<file path="src/verilog/hprp_map.svh">
// timing counts and register word addresses for the host read port
// assumes a 100 MHz clock; included by bare name from the package and modules
`ifndef HPRP_MAP_SVH
`define HPRP_MAP_SVH
`define HPRP_CLK_NS        10
`define HPRP_T_CYCLE_NS    165
`define HPRP_T_CSH_NS      13
`define HPRP_T_CSL_NS      32
`define HPRP_T_ADV_NS      40
`define HPRP_T_LONG_NS     330
// least times round up, longest time rounds down
`define HPRP_CYC_CYCLE     ((`HPRP_T_CYCLE_NS + `HPRP_CLK_NS - 1) / `HPRP_CLK_NS)
`define HPRP_CYC_CSH       ((`HPRP_T_CSH_NS + `HPRP_CLK_NS - 1) / `HPRP_CLK_NS)
`define HPRP_CYC_CSL       ((`HPRP_T_CSL_NS + `HPRP_CLK_NS - 1) / `HPRP_CLK_NS)
`define HPRP_CYC_ADV       (`HPRP_T_ADV_NS / `HPRP_CLK_NS)
`define HPRP_CYC_LONG      ((`HPRP_T_LONG_NS + `HPRP_CLK_NS - 1) / `HPRP_CLK_NS)
`define HPRP_BURST_MAX     16
// device word addresses
`define HPRP_A_RX_DATA     8'h00
`define HPRP_A_RX_STS      8'h20
`define HPRP_A_TX_STS      8'h24
`define HPRP_A_BYTE_TEST   8'h32
`define HPRP_A_RECEIVE_DATAPATH_CONTROL  8'h3c
`define HPRP_A_RECEIVE_FIFO_INFORMATION 8'h3e
`define HPRP_A_TRANSMIT_FIFO_INFORMATION 8'h40
`define HPRP_A_RX_DROP     8'h50
`define HPRP_A_FREE_RUN    8'h4e
`define HPRP_BYTE_TEST_VAL 16'h4321
// host-side command register addresses
`define HPRP_R_CMD         4'h0
`define HPRP_R_STATUS      4'h1
`define HPRP_R_DATA        4'h2
`define HPRP_R_COUNT       4'h3
`endif

</file>
<file path="src/verilog/hprp_if.sv">
// pin-level carrier between host and device read port
// assumes one clock shared by both ends
interface hprp_if;
  logic        chip_select_n;  // active-low select
  logic        read_strobe_n;  // active-low read
  logic [7:0]  addr;           // word address
  logic [15:0] data_out;       // device drive value
  logic        data_oe;        // high while device drives
  wire  [15:0] data = data_oe ? data_out : 16'hffff; // resolved bus, pull-up
  modport device (input chip_select_n, read_strobe_n, addr, output data_out, data_oe);
  modport host   (output chip_select_n, read_strobe_n, addr, input data);
endinterface : hprp_if

</file>
<file path="src/verilog/hprp_device.sv">
// device end of the host read port: register reads and receive fifo drain
// assumes pins synchronous to clock; receive words come in over a valid/ready stream
//
// Notes on behaviour
// - host waits after rx fifo reads before info
// - host waits after tx status before info
// - drop counter reads spaced by 330 ns
// - wait after datapath control before status reads
// - dummy byte test reads may count waits
// - counters latched at read cycle start
// - single reads reach registers and fifos
// - cycle runs while select and strobe low
// - host single cycle low, high, total times
// - bursts up to 16 words, slow address
// - high gap between bursts
// - burst data valid within 40 ns
`include "hprp_map.svh"
module hprp_device #(
  parameter int DEPTH = 16
) (
  // clocking
  input  wire logic        clock,
  input  wire logic        reset,
  input  wire logic        enable,
  // pins
  hprp_if.device           pins,
  // receive data stream in
  input  wire logic        rx_valid,
  output logic             rx_ready,
  input  wire logic [15:0] rx_data,
  // status words and dropped-frame pulse
  input  wire logic [15:0] rx_status_word,
  input  wire logic [15:0] tx_status_word,
  input  wire logic        frame_dropped
);
  localparam int LW = $clog2(DEPTH) + 1;  // level width, holds a full fifo
  typedef struct packed {
    logic        active;     // read cycle in progress
    logic [7:0]  addr;       // last address seen
    logic [15:0] free_run;   // free running counter
    logic [15:0] drop;       // dropped frame counter
    logic [15:0] free_snap;  // counter snapshots
    logic [15:0] drop_snap;
    logic [15:0] dout;       // data on the pins
    logic        oe;
    logic [LW-1:0] lvl;      // receive fifo level shown in info
  } hprp_dst_t;
  hprp_dst_t   st_ff, nxt_st;
  logic        sel;
  logic        fifo_valid, fifo_pop;
  logic [15:0] fifo_data;
  assign sel = !pins.chip_select_n && !pins.read_strobe_n;
  assign pins.data_out = st_ff.dout;
  assign pins.data_oe  = st_ff.oe;
  ////////////////////////////////////////////////////////////////////////////
  // receive buffer; back-pressure reaches the stream source
  hprp_fifo #(.WIDTH(16), .DEPTH(DEPTH)) u_rxf (
    .clock     (clock),
    .reset     (reset),
    .enable    (enable),
    .in_valid  (rx_valid),
    .in_ready  (rx_ready),
    .in_data   (rx_data),
    .out_valid (fifo_valid),
    .out_ready (fifo_pop),
    .out_data  (fifo_data)
  );
  // one pop for each new data-port word: cycle start or address change in a burst
  assign fifo_pop = enable && sel && fifo_valid && pins.addr < 8'h20 &&
                    (!st_ff.active || pins.addr != st_ff.addr);
  ////////////////////////////////////////////////////////////////////////////
  // read decode, snapshot and drive
  always_comb
  begin
    nxt_st = st_ff;
    nxt_st.free_run = st_ff.free_run + 16'h0001;
    // level follows pushes and pops, kept for the information word
    nxt_st.lvl = st_ff.lvl + LW'(rx_valid && rx_ready) - LW'(fifo_pop);
    if (frame_dropped) nxt_st.drop = st_ff.drop + 16'h0001;
    nxt_st.active = sel;
    nxt_st.addr   = pins.addr;
    nxt_st.oe     = sel;
    if (sel && !st_ff.active)
    begin
      nxt_st.free_snap = st_ff.free_run;
      nxt_st.drop_snap = st_ff.drop;
      if (pins.addr == `HPRP_A_RX_DROP) nxt_st.drop = 16'h0000 + 16'(frame_dropped);
    end
    // data follows the address within one cycle, inside the 40 ns limit
    if (!sel) nxt_st.dout = 16'h0000;
    else if (pins.addr < `HPRP_A_RX_STS)
    begin
      // the popped word must stand for the whole strobe, not the next head word
      if (fifo_pop) nxt_st.dout = fifo_data;
      else if (!st_ff.active || pins.addr != st_ff.addr) nxt_st.dout = 16'h0000;
    end
    else
      case (pins.addr)
        `HPRP_A_RX_STS:      nxt_st.dout = rx_status_word;
        `HPRP_A_TX_STS:      nxt_st.dout = tx_status_word;
        `HPRP_A_BYTE_TEST:   nxt_st.dout = `HPRP_BYTE_TEST_VAL;
        `HPRP_A_RECEIVE_FIFO_INFORMATION: nxt_st.dout = 16'(st_ff.lvl);
        `HPRP_A_FREE_RUN:    nxt_st.dout = st_ff.active ? st_ff.free_snap : st_ff.free_run;
        `HPRP_A_RX_DROP:     nxt_st.dout = st_ff.active ? st_ff.drop_snap : st_ff.drop;
        default:             nxt_st.dout = 16'h0000;
      endcase
  end
  // state register
  always_ff @(posedge clock)
  begin
    if (reset) st_ff <= '0;
    else if (enable) st_ff <= nxt_st;
  end
endmodule : hprp_device

</file>
<file path="src/verilog/hprp_fifo.sv">
// small synchronous fifo with valid/ready on both sides
// assumes a single clock; clock enable freezes it
module hprp_fifo #(
  parameter int WIDTH = 16,
  parameter int DEPTH = 16
) (
  // clocking
  input  wire logic             clock,
  input  wire logic             reset,
  input  wire logic             enable,
  // fill side
  input  wire logic             in_valid,
  output logic                  in_ready,
  input  wire logic [WIDTH-1:0] in_data,
  // drain side
  output logic                  out_valid,
  input  wire logic             out_ready,
  output logic [WIDTH-1:0]      out_data
);
  localparam int AW = $clog2(DEPTH);
  typedef struct packed {
    logic [AW-1:0] wp;
    logic [AW-1:0] rp;
    logic [AW:0]   cnt;
  } hprp_fst_t;
  hprp_fst_t        st_ff, nxt_st;
  logic [WIDTH-1:0] mem_ff [DEPTH];   // storage words
  logic             push, pop;
  assign in_ready  = (st_ff.cnt != (AW+1)'(DEPTH));
  assign out_valid = (st_ff.cnt != '0);
  assign out_data  = mem_ff[st_ff.rp];
  assign push      = in_valid && in_ready;
  assign pop       = out_valid && out_ready;
  // pointer and count update
  always_comb
  begin
    nxt_st = st_ff;
    if (push) nxt_st.wp = st_ff.wp + 1'b1;
    if (pop)  nxt_st.rp = st_ff.rp + 1'b1;
    nxt_st.cnt = st_ff.cnt + (AW+1)'(push) - (AW+1)'(pop);
  end
  // registers; memory has no reset
  always_ff @(posedge clock)
  begin
    if (reset) st_ff <= '0;
    else if (enable) st_ff <= nxt_st;
    if (enable && push) mem_ff[st_ff.wp] <= in_data;
  end
endmodule : hprp_fifo

</file>
<file path="src/flat_wrapper.sv">
// flat-port wrapper written by rule: the top's interface ports become plain ports
module hprp_device_flat 
#(
  parameter int DEPTH = 16
)
  (clock, reset, enable, rx_valid, rx_ready, rx_data, rx_status_word, tx_status_word, frame_dropped, pins_chip_select_n, pins_read_strobe_n, pins_addr, pins_data_out, pins_data_oe);
  hprp_if pins_i ();
  input  wire logic clock;
  input  wire logic reset;
  input  wire logic enable;
  input  wire logic rx_valid;
  output logic rx_ready;
  input  wire logic [15:0] rx_data;
  input  wire logic [15:0] rx_status_word;
  input  wire logic [15:0] tx_status_word;
  input  wire logic frame_dropped;
  input wire logic [$bits(pins_i.chip_select_n)-1:0] pins_chip_select_n;
  input wire logic [$bits(pins_i.read_strobe_n)-1:0] pins_read_strobe_n;
  input wire logic [$bits(pins_i.addr)-1:0] pins_addr;
  output wire logic [$bits(pins_i.data_out)-1:0] pins_data_out;
  output wire logic [$bits(pins_i.data_oe)-1:0] pins_data_oe;
  assign pins_i.chip_select_n = pins_chip_select_n;
  assign pins_i.read_strobe_n = pins_read_strobe_n;
  assign pins_i.addr = pins_addr;
  assign pins_data_out = pins_i.data_out;
  assign pins_data_oe = pins_i.data_oe;
  hprp_device #(.DEPTH(DEPTH)) u_core (.clock(clock), .reset(reset), .enable(enable), .pins(pins_i), .rx_valid(rx_valid), .rx_ready(rx_ready), .rx_data(rx_data), .rx_status_word(rx_status_word), .tx_status_word(tx_status_word), .frame_dropped(frame_dropped));
endmodule
</file>
<file path="config.mk">
export PLATFORM = sky130hd
export DESIGN_NAME = hprp_device_flat
export DESIGN_NICKNAME = d
export VERILOG_FILES = /design/src/verilog/hprp_if.sv /design/src/verilog/hprp_device.sv /design/src/verilog/hprp_fifo.sv /design/src/flat_wrapper.sv
export VERILOG_INCLUDE_DIRS = /design/src /design/src/verilog
export SDC_FILE = /design/constraint.sdc
export NUM_CORES = 1
export LEC_CHECK = 0
export ABC_CLOCK_PERIOD_IN_PS = 5880
export BUFFER_PORTS_ARGS = -buffer_cell sky130_fd_sc_hd__buf_2
export CORE_AREA = 2 2 160 162
export CTS_BUF_LIST = sky130_fd_sc_hd__clkbuf_8
export CTS_CLUSTER_SIZE = 40
export DETAILED_ROUTE_END_ITERATION = 8
export DIE_AREA = 0 0 162 164
export HOLD_SLACK_MARGIN = 0.08
export PLACE_DENSITY_LB_ADDON = 0.15
export SYNTH_ARGS = -nofsm -noshare
export SYNTH_HDL_FRONTEND = slang
export SYNTH_HIERARCHICAL = 1
export SYNTH_SLANG_ARGS = --single-unit
</file>
<file path="constraint.sdc">
create_clock -name clock -period 5.88 [get_ports clock]
set_input_delay 1.47 -clock clock [delete_from_list [all_inputs] [get_ports clock]]
set_output_delay 1.47 -clock clock [all_outputs]
set_load 0.02 [all_outputs]
</file>
[Word level (Yosys, flattened, before mapping)]
Memory sizes are Yosys's and may differ from the RTL's. A register that Yosys moved wholly into a read port is not among the register bits.
Index checks and enable logic that the tools add are counted.
Cells by class
  eq/ne operators: 9
  reduce and logical (&&, ||, !) cells: 18
  add/sub/neg operators: 8
  multiplexer cells: 14
  order comparisons: 1
Operators with widths (count)
  2-to-1 mux 16 bit: 8
  case mux 16 bit (6 select lines): 1
  2-to-1 mux 48 bit: 1
  adder 16 x 1 -> 16 bit (second input constant): 2
  equality test 8 x 6 -> 1 bit (second input constant): 4
  equality test 8 x 7 -> 1 bit (second input constant): 2
  adder 5 x 1 -> 5 bit: 2
  subtractor 5 x 1 -> 5 bit: 2
  logical AND 1 bit: 9
  adder 4 x 1 -> 4 bit (second input constant): 2
  < comparator 8 x 6 -> 1 bit (second input constant): 1
  2-to-1 mux 4 bit: 2
  inequality test 8 bit: 1
  AND reduction 2 bit: 4
  inequality test 5 bit (second input constant): 1
  nonzero test 5 bit: 1
  inequality test 4 bit (second input constant): 1
  logical NOT 1 bit: 3
  2-to-1 mux 1 bit: 2
  logical OR 1 bit: 1
Storage, ports and cells
  memories kept: 1
  memory bits (writable): 256
  bits in registers: 107
  input bits: 63
  word-level logic and storage cells: 62
Memories
  u_core.u_rxf.mem_ff: depth 16, bits a word 16, read ports 1, clocked after Yosys merged registers in 1, write ports 1, RTL line hprp_fifo.sv:27  | logic [WIDTH-1:0] mem_ff [DEPTH];

[Logic depth before layout (Yosys ltp)]
Gate-level depths: netlist of the first run.
  depth after elaboration: 10
  depth in mapped cells: 15
  mapped depth without buffers: 15

[Hierarchy]
The synthesis of the first run kept the hierarchy.
Modules (own cells, without submodules)
  hprp_fifo: area an instance 10557.6 sq um, cells an instance 509, seq. area each 8027.7 sq um, instances 1
  hprp_device: area an instance 4908.5 sq um, cells an instance 573, seq. area each 1881.8 sq um, instances 1

[Least setup slack after synthesis of the first run]
No wires, ideal clock.
  path kind: input port to flip-flop
  start: input pins_addr[7]
  end: register u_core/u_rxf/st_ff[4] in the netlist's numbering
  path slack: 1243 ps
  data required time: 5759 ps
  stages: 15
  path buffers: 3
  data arrival time: 4516 ps
  cell sequence: buf_2 > or3_1 > clkbuf_1 > clkbuf_1 > nor3_1 > and2_1 > ha_1 > inv_1 > ha_1 > inv_1 > fa_1 > nand2b_1 > a21oi_1 > mux2i_1 > mux2_2
Between the ends
  word-level cells in the longest chain between the ends: 5
  elaborated cells on any way between the ends: 7
  classes of those cells: add/sub: 1; order compare: 1; eq/ne: 1; reduce/logical: 4
Ends and longest elaborated chain
  start, declared: RTL line flat_wrapper.sv:19  | input wire logic [$bits(pins_i.addr)-1:0] pins_addr;
  < comparator 8 x 6 -> 1 bit or inequality test 8 bit (tied branches): RTL line hprp_device.sv:69, hprp_device.sv:70
  logical AND 1 bit or logical OR 1 bit (tied branches): RTL line hprp_device.sv:69, hprp_device.sv:70
  logical AND 1 bit (*): RTL line hprp_device.sv:69  | assign fifo_pop = enable && sel && fifo_valid && pins.addr < 8'h20 &&
  net u_core.fifo_pop: RTL line hprp_device.sv:50  | logic fifo_valid, fifo_pop;
  logical AND 1 bit (*): RTL line hprp_fifo.sv:33  | assign pop = out_valid && out_ready;
  subtractor 5 x 1 -> 5 bit (*): RTL line hprp_fifo.sv:40  | nxt_st.cnt = st_ff.cnt + (AW+1)'(push) - (AW+1)'(pop);
  end signal, assigned: RTL line hprp_fifo.sv:46  | else if (enable) st_ff <= nxt_st;
  end, declared: RTL line hprp_fifo.sv:26  | hprp_fst_t st_ff, nxt_st;
Mark *: on every way through the listed nets, which the timed path passes. The rest lies on a longest branch.
A chain may end at the register's enable or synchronous reset.

[Worst setup path in the final report of the first run]
Same ends and word-level chain as after synthesis.

==> flow_summary_export.csv, run 1 <==
group,metric,value,unit
clocking,postCtsResizedCells,0,
place,portBuffers,80,
timing,fin_crit_sh,73.9,%
logic_synthesis,syn_area,15500,um^2
routing,ant_nets,0,
logic_synthesis,ys_warn_count,6,
logic_synthesis,synth-seq-cells,367,
floorplan,rows,58,
timing,max_slew.worst_pin.slew,1270,ps
worst_setup_path,cp.arrival,4820,ps
clocking,clock-sinks,367,
routing,vias,9228,
clocking,htreeDepth,2,
routing,routed_wl,32700,um
global_route,grt_max_degree,46,
clocking,cts_tree,"built",
logic_synthesis,synth_seq_area_share,64.1,%
logic_synthesis,synth.area.mux_share,13.6,%
worst_setup_path,cp-end-kind,"register",
clocking,holdBufCountCts,0,
worst_setup_path,reg2reg_depth,15,
logic_synthesis,synth.distinct_cells,52,
global_route,grt-ovfl-total,0,
logic_synthesis,synthesis.instances,1082,
hold_path,hold_depth,2,
layout,regArea,9920,um^2
logic_synthesis,synthXorXnorAreaFrac,2.44,%
hold_path,hold_path_class,"reg2reg",
worst_setup_path,startpoint_type,"primary input",
layout,fillers,1762,
floorplan,design.core.area,24800,um^2
global_route,grt_pass1_vias,8917,
place,hpwl,19800,um
worst_setup_path,cp.required,6360,ps
clocking,clk_latency,600,ps
logic_synthesis,avgSynthCellArea,14.3,um^2
logic_synthesis,synth_edf_count,256,
timing,setup_tns,0,ps
clocking,numCtsBuffers,57,
power_and_ir_drop,power_leakage,0.00576,uW
worst_setup_path,reg2reg_slack,2320,ps
hold_path,min_from,"u_core/st_ff[53]",
clocking,postCtsSetupRepairBufs,0,
routing,drt_iter0_drc,685,
routing,drt-pass1-iter-count,5,
logic_synthesis,synth_simple_gate_area_share,8.02,%
place,place.gp.congestion,0.793,
hold_path,hold_end,"u_core/st_ff[53]",
floorplan,die_area,26600,um^2
logic_synthesis,syn_nets,1165,
power_and_ir_drop,peakVddDrop,0.319,mV
timing,clock.fmax,230,MHz
logic_synthesis,synth_fa_ha_area_share,1.72,%
global_route,grt_first_pass_wirelength,50400,um
timing,fin_skew,30.7,ps
routing,post_drt_wl_per_cell,21.3,um
worst_setup_path,cp_max_fo,16,
floorplan,io_pins,81,
floorplan,die_h,164,um
status,status,"finished clean",
worst_setup_path,r2r_end,"u_core/u_rxf/st_ff[4]",
job,max_cap_violations,0,
timing,slew_violations,0,
logic_synthesis,ys_async_sr_fraction,0,%
worst_setup_path,crit_type,"in2reg",
power_and_ir_drop,cellPowerDensity,294,nW/um^2
timing,fin_crit,4350,ps
global_route,antenna_found_initial,4,
layout,layout-drive-gt1-share,22.0,%
timing,hold_ws,452,ps
layout,fin_nets,1243,
clocking,clockBufferDepth,3,
clocking,clk_pin_slew,70,ps
floorplan,die_w,162,um
layout,multiInputGateArea,5110,um^2
logic_synthesis,synth_top_family_by_area,"multiplexers",
layout,area_growth,10.8,%
worst_setup_path,rr_startpoint,"u_core/u_rxf/st_ff[3]",
timing,slew-limit-headroom,15.1,%
timing,hold_violations,0,
timing,setup_violations,0,
routing,drc,0,
timing,rsz0062_at_grt,"no",
logic_synthesis,synth_compound_gate_area_share,6.92,%
floorplan,start_util,62.3,%
global_route,track_usage,25.2,%
logic_synthesis,synth_ff_type,"edfxtp_1",
clocking,cts_root_buffer,"clkbuf_8",
routing,post_drt_via_cell_ratio,6.00,
layout by cell type, fill, tap and decap left out, drive strengths merged, types with 5 or more instances in the layout:
cell    instances
o22a           12
a21oi          45
nor2           68
o211ai          9
nand3          10
a22o            7
a22oi          32
buf           100
clkinv         20
and3            7
o21ai          20
xnor2          30
xor2           13
edfxtp        256
nand4          10
ha             18
nor2b           5
inv            39
dfxtp         111
nand2b         13
nor3           12
clkbuf         64
mux2i          65
or3             8
nand2         109
mux4           64
a32o            9
o22ai           7
cells by family (layout without fill, tap and decap cells):
| kind of cell | after synthesis | after routing |
|---|---|---|
| mux | 130 | 130 |
| compound gates | 157 | 157 |
| xor+xnor | 43 | 43 |
| flops | 367 | 367 |
| other cells | 0 | 2 |
| simple gates | 266 | 266 |
| fa+ha+maj | 20 | 20 |
| buf+inv | 99 | 224 |
synthesized netlist by cell type (all sizes together), types with 8 or more instances:
library cell | instances | area share, %
a21oi | 45 | 1.5
o22a | 12 | 0.68
buf | 45 | 1.9
nand2 | 109 | 2.6
nand2b | 13 | 0.53
nor3 | 12 | 0.39
clkbuf | 36 | 0.87
inv | 18 | 0.44
ha | 18 | 1.5
a22oi | 32 | 1.6
o21ai | 20 | 0.65
o211ai | 9 | 0.44
mux2i | 65 | 4.2
nand3 | 10 | 0.32
edfxtp | 256 | 50
xnor2 | 30 | 1.7
nor2 | 68 | 1.7
nand4 | 10 | 0.40
mux4 | 64 | 9.3
a32o | 9 | 0.58
or3 | 8 | 0.32
dfxtp | 111 | 14
xor2 | 13 | 0.74
sequential cells by signal, summed over array words and instances (netlist names), named ones only:
name,cells
u_core/pins.data_oe,1
u_core/pins.data_out,16
u_core/u_rxf/st_ff,13
u_core/u_rxf/mem_ff,256
u_core/st_ff,77
critical path, cell delays in order:
cell      delay [ps]
buf_2            160
or3_1            660
nor3_1           570
and2_1           210
ha_1             220
inv_1             50
ha_1             150
inv_1             60
fa_1             410
nand2b_1         160
a21oi_1          150
mux2i_1          210
mux2_2           340
metal layers:
metal	track usage, %	share of wire (%)	vias to the layer above
met5	0	0	-
met4	7.64	1.8	0
met3	4.75	6.8	47
met2	41.1	49	321
met1	35.1	42	4608
li1	-	-	4252
worst max-delay path by stage:
stage	startpoint	end	slack [ps]	depth (start not counted)
2_1_floorplan	pins_addr[7]	u_core/u_rxf/st_ff[4]	1240	15
3_3_place_gp	pins_addr[7]	u_core/u_rxf/st_ff[4]	950	13
3_5_place_dp	pins_addr[7]	u_core/u_rxf/st_ff[4]	920	13
4_1_cts	pins_addr[7]	u_core/u_rxf/st_ff[4]	1540	13
5_1_grt	pins_addr[2]	u_core/u_rxf/st_ff[4]	1290	15
6_report	pins_addr[7]	u_core/u_rxf/st_ff[4]	1530	13
final cells by class:
type	count	share of cell area (%)
flip-flops and latches	367	57.9
multi-input cells	616	29.8
clock buffers	64	5.14
repair buffers	100	3.21
well taps	330	2.41
clock inverters	42	1.13
inverters	18	0.394
diodes	2	0.0292
stage by stage:
stage	util, %	total power [uW]	std cells	instance area, um^2	setup slack (ps)
detailed placement	64.7	3130	1431	16100	922
finish	69.1	5040	1539	17100	1530
global route	69.1	5230	1539	17100	1290
global placement	64.7	3130	1431	16100	946
floorplan	-	3040	1082	15500	1240
CTS	69.0	5090	1537	17100	1540
power breakdown:
| group | switching (uW) | internal (uW) |
|---|---|---|
| clock network | 953 | 1000 |
| logic | 157 | 107 |
| registers | 22.5 | 2790 |
| total | 1130 | 3900 |
(Power assumes the default switching activity.)
==> run 2: changes to the inputs <==
--- a/config.mk
+++ b/config.mk
@@ -6,13 +6,13 @@
 export SDC_FILE = /design/constraint.sdc
 export NUM_CORES = 1
 export LEC_CHECK = 0
-export ABC_CLOCK_PERIOD_IN_PS = 5880
+export ABC_CLOCK_PERIOD_IN_PS = 3700
 export BUFFER_PORTS_ARGS = -buffer_cell sky130_fd_sc_hd__buf_2
-export CORE_AREA = 2 2 160 162
+export CORE_AREA = 2 2 168 170
 export CTS_BUF_LIST = sky130_fd_sc_hd__clkbuf_8
 export CTS_CLUSTER_SIZE = 40
 export DETAILED_ROUTE_END_ITERATION = 8
-export DIE_AREA = 0 0 162 164
+export DIE_AREA = 0 0 170 172
 export HOLD_SLACK_MARGIN = 0.08
 export PLACE_DENSITY_LB_ADDON = 0.15
 export SYNTH_ARGS = -nofsm -noshare
==> constraint.sdc (replaced) <==
create_clock -name clock -period 3.7 [get_ports clock]
set_input_delay 0.925 -clock clock [delete_from_list [all_inputs] [get_ports clock]]
set_output_delay 0.925 -clock clock [all_outputs]
set_load 0.02 [all_outputs]
==> flow_summary_export.csv, run 2 (synthesis gave the netlist of run 1 again) <==
group,metric,value,unit
power_and_ir_drop,power_leakage,0.00599,uW
clocking,numCtsBuffers,57,
floorplan,die_area,29200,um^2
timing,rsz0062_at_grt,"no",
power_and_ir_drop,peakVddDrop,0.326,mV
global_route,grt_first_pass_wirelength,51800,um
layout,largest_reg_flops,256,
clocking,clockBufferDepth,3,
worst_setup_path,rr_startpoint,"u_core/u_rxf/st_ff[2]",
global_route,grt_max_degree,39,
status,status,"finished clean",
floorplan,die_w,170,um
timing,fin_crit_sh,88.8,%
clocking,clock-sinks,367,
clocking,postCtsSetupRepairBufs,0,
place,hpwl,22200,um
hold_path,min_from,"u_core/st_ff[39]",
worst_setup_path,crit_family,"adder cells",
worst_setup_path,critPathMaxStageDelay,520,ps
worst_setup_path,reg2reg_slack,410,ps
layout,layout_commonest_cell,"edfxtp_1",
timing,setup_violations,0,
timing,hold_ws,453,ps
routing,vias,9256,
worst_setup_path,cp-end-kind,"register",
job,max_cap_violations,0,
hold_path,hold_path_class,"reg2reg",
clocking,postCtsResizedCells,0,
worst_setup_path,crit_start,"u_core/u_rxf/st_ff[2]",
routing,post_drt_wl_per_cell,21.4,um
worst_setup_path,startpoint_type,"register",
worst_setup_path,cp.required,4150,ps
clocking,holdBufCountCts,0,
clocking,cts_root_buffer,"clkbuf_8",
routing,drt_iter0_drc,764,
floorplan,die_h,172,um
layout,diodes,0,
global_route,grt-ovfl-total,0,
timing,hold_violations,0,
timing,fin_skew,32.2,ps
worst_setup_path,crit_type,"reg2reg",
clocking,clk_pin_slew,50,ps
global_route,antenna_found_initial,2,
floorplan,rows,61,
worst_setup_path,cp_max_fo,5,
layout,layout-drive-gt1-share,24.7,%
layout,top_register,"u_core/u_rxf/mem_ff",
worst_setup_path,cp_cell_sequence,"inv_1 -> ha_1 -> or4b_4 -> o31ai_4 -> nor3_4 -> and2_1 -> ha_1 -> inv_1 -> ha_2 -> inv_2 -> fa_2 -> nand2b_4 -> a21oi_2 -> mux2i_1 -> mux2_2",
timing,slew_violations,0,
worst_setup_path,worst-path-buf-inv,3,
global_route,grt_pass1_vias,9038,
place,place.gp.congestion,0.790,
worst_setup_path,slowest_stage,"or4b_4",
floorplan,start_util,56.3,%
routing,drc,0,
routing,ant_nets,0,
timing,max_slew.worst_pin.slew,997,ps
clocking,clk_latency,590,ps
global_route,track_usage,23.7,%
floorplan,io_pins,81,
timing,setup_tns,0,ps
worst_setup_path,cp.arrival,3740,ps
timing,clock.fmax,304,MHz
place,portBuffers,80,
layout,fin_util,63.8,%
layout,mostFrequentLayoutCells,"256 x edfxtp_1, 109 x nand2_1, 108 x dfxtp_1",
floorplan,design.core.area,27500,um^2
clocking,htreeDepth,2,
routing,post_drt_via_cell_ratio,5.80,
layout,area_growth,13.3,%
timing,slew-limit-headroom,33.5,%
routing,routed_wl,34100,um
layout,fin_nets,1286,
routing,drt-pass1-iter-count,5,
power_and_ir_drop,cellPowerDensity,451,nW/um^2
timing,fin_crit,3290,ps
clocking,cts_tree,"built",
[run 2: cell types whose count changed in the layout (fill, tap and decap cells not counted), moves of 2 or more]
cell / previous run / this run
inv_1: 38 / 44
diode_2: 2 / 0
buf_4: 20 / 57
clkbuf_8: 64 / 58
buf_12: 0 / 6
[run 2: stage by stage]
step | cells | power, uW | worst slack, ps | instance area [um^2]
detailed placement | 1490 | 5030 | -49.4 | 16500
finish | 1595 | 7910 | 414 | 17500
floorplan | 1082 | 4840 | 4.87 | 15500
global placement | 1490 | 5020 | -14.5 | 16500
global route | 1595 | 8200 | 267 | 17500
CTS | 1595 | 7980 | 409 | 17500
[run 2: worst register-to-register path, stage by stage (launching register included)]
cell and delay (ps):
dfxtp_1 330, inv_1 90, ha_1 170, or4b_4 520, o31ai_4 100, nor3_4 80
and2_1 170, ha_1 280, inv_1 60, ha_2 170, inv_2 40, fa_2 330
nand2b_4 150, a21oi_2 140, mux2i_1 210, mux2_2 340
[run 2: layout make-up]
type	count	area (um^2)
flip-flops and latches	367	9920
clock buffers	58	798
fillers	2060	9960
inverters	18	67.6
multi-input cells	616	5150
well taps	346	433
repair buffers	143	948
clock inverters	47	200
[run 2: final timing paths]
kind	to	cells after the start
setup / recovery	u_core/u_rxf/st_ff[4]	15
setup reg to reg	u_core/u_rxf/st_ff[4]	15
hold / removal	u_core/st_ff[39]	2
hold reg to reg	u_core/st_ff[39]	2
[run 2: routing by layer]
layer,global-route usage (%),share of wire (%),wire (um)
met4,6.58,2.1,706
met2,39.9,48,16500
met1,32.4,43,14500
met3,3.98,6.9,2340
met5,0,0.082,28
[run 2: power breakdown]
part           internal, uW  switching (uW)  leakage (uW)
combinational           197             267       0.00217
clock                  1450            1510      0.000610
sequential             4440            36.0       0.00321
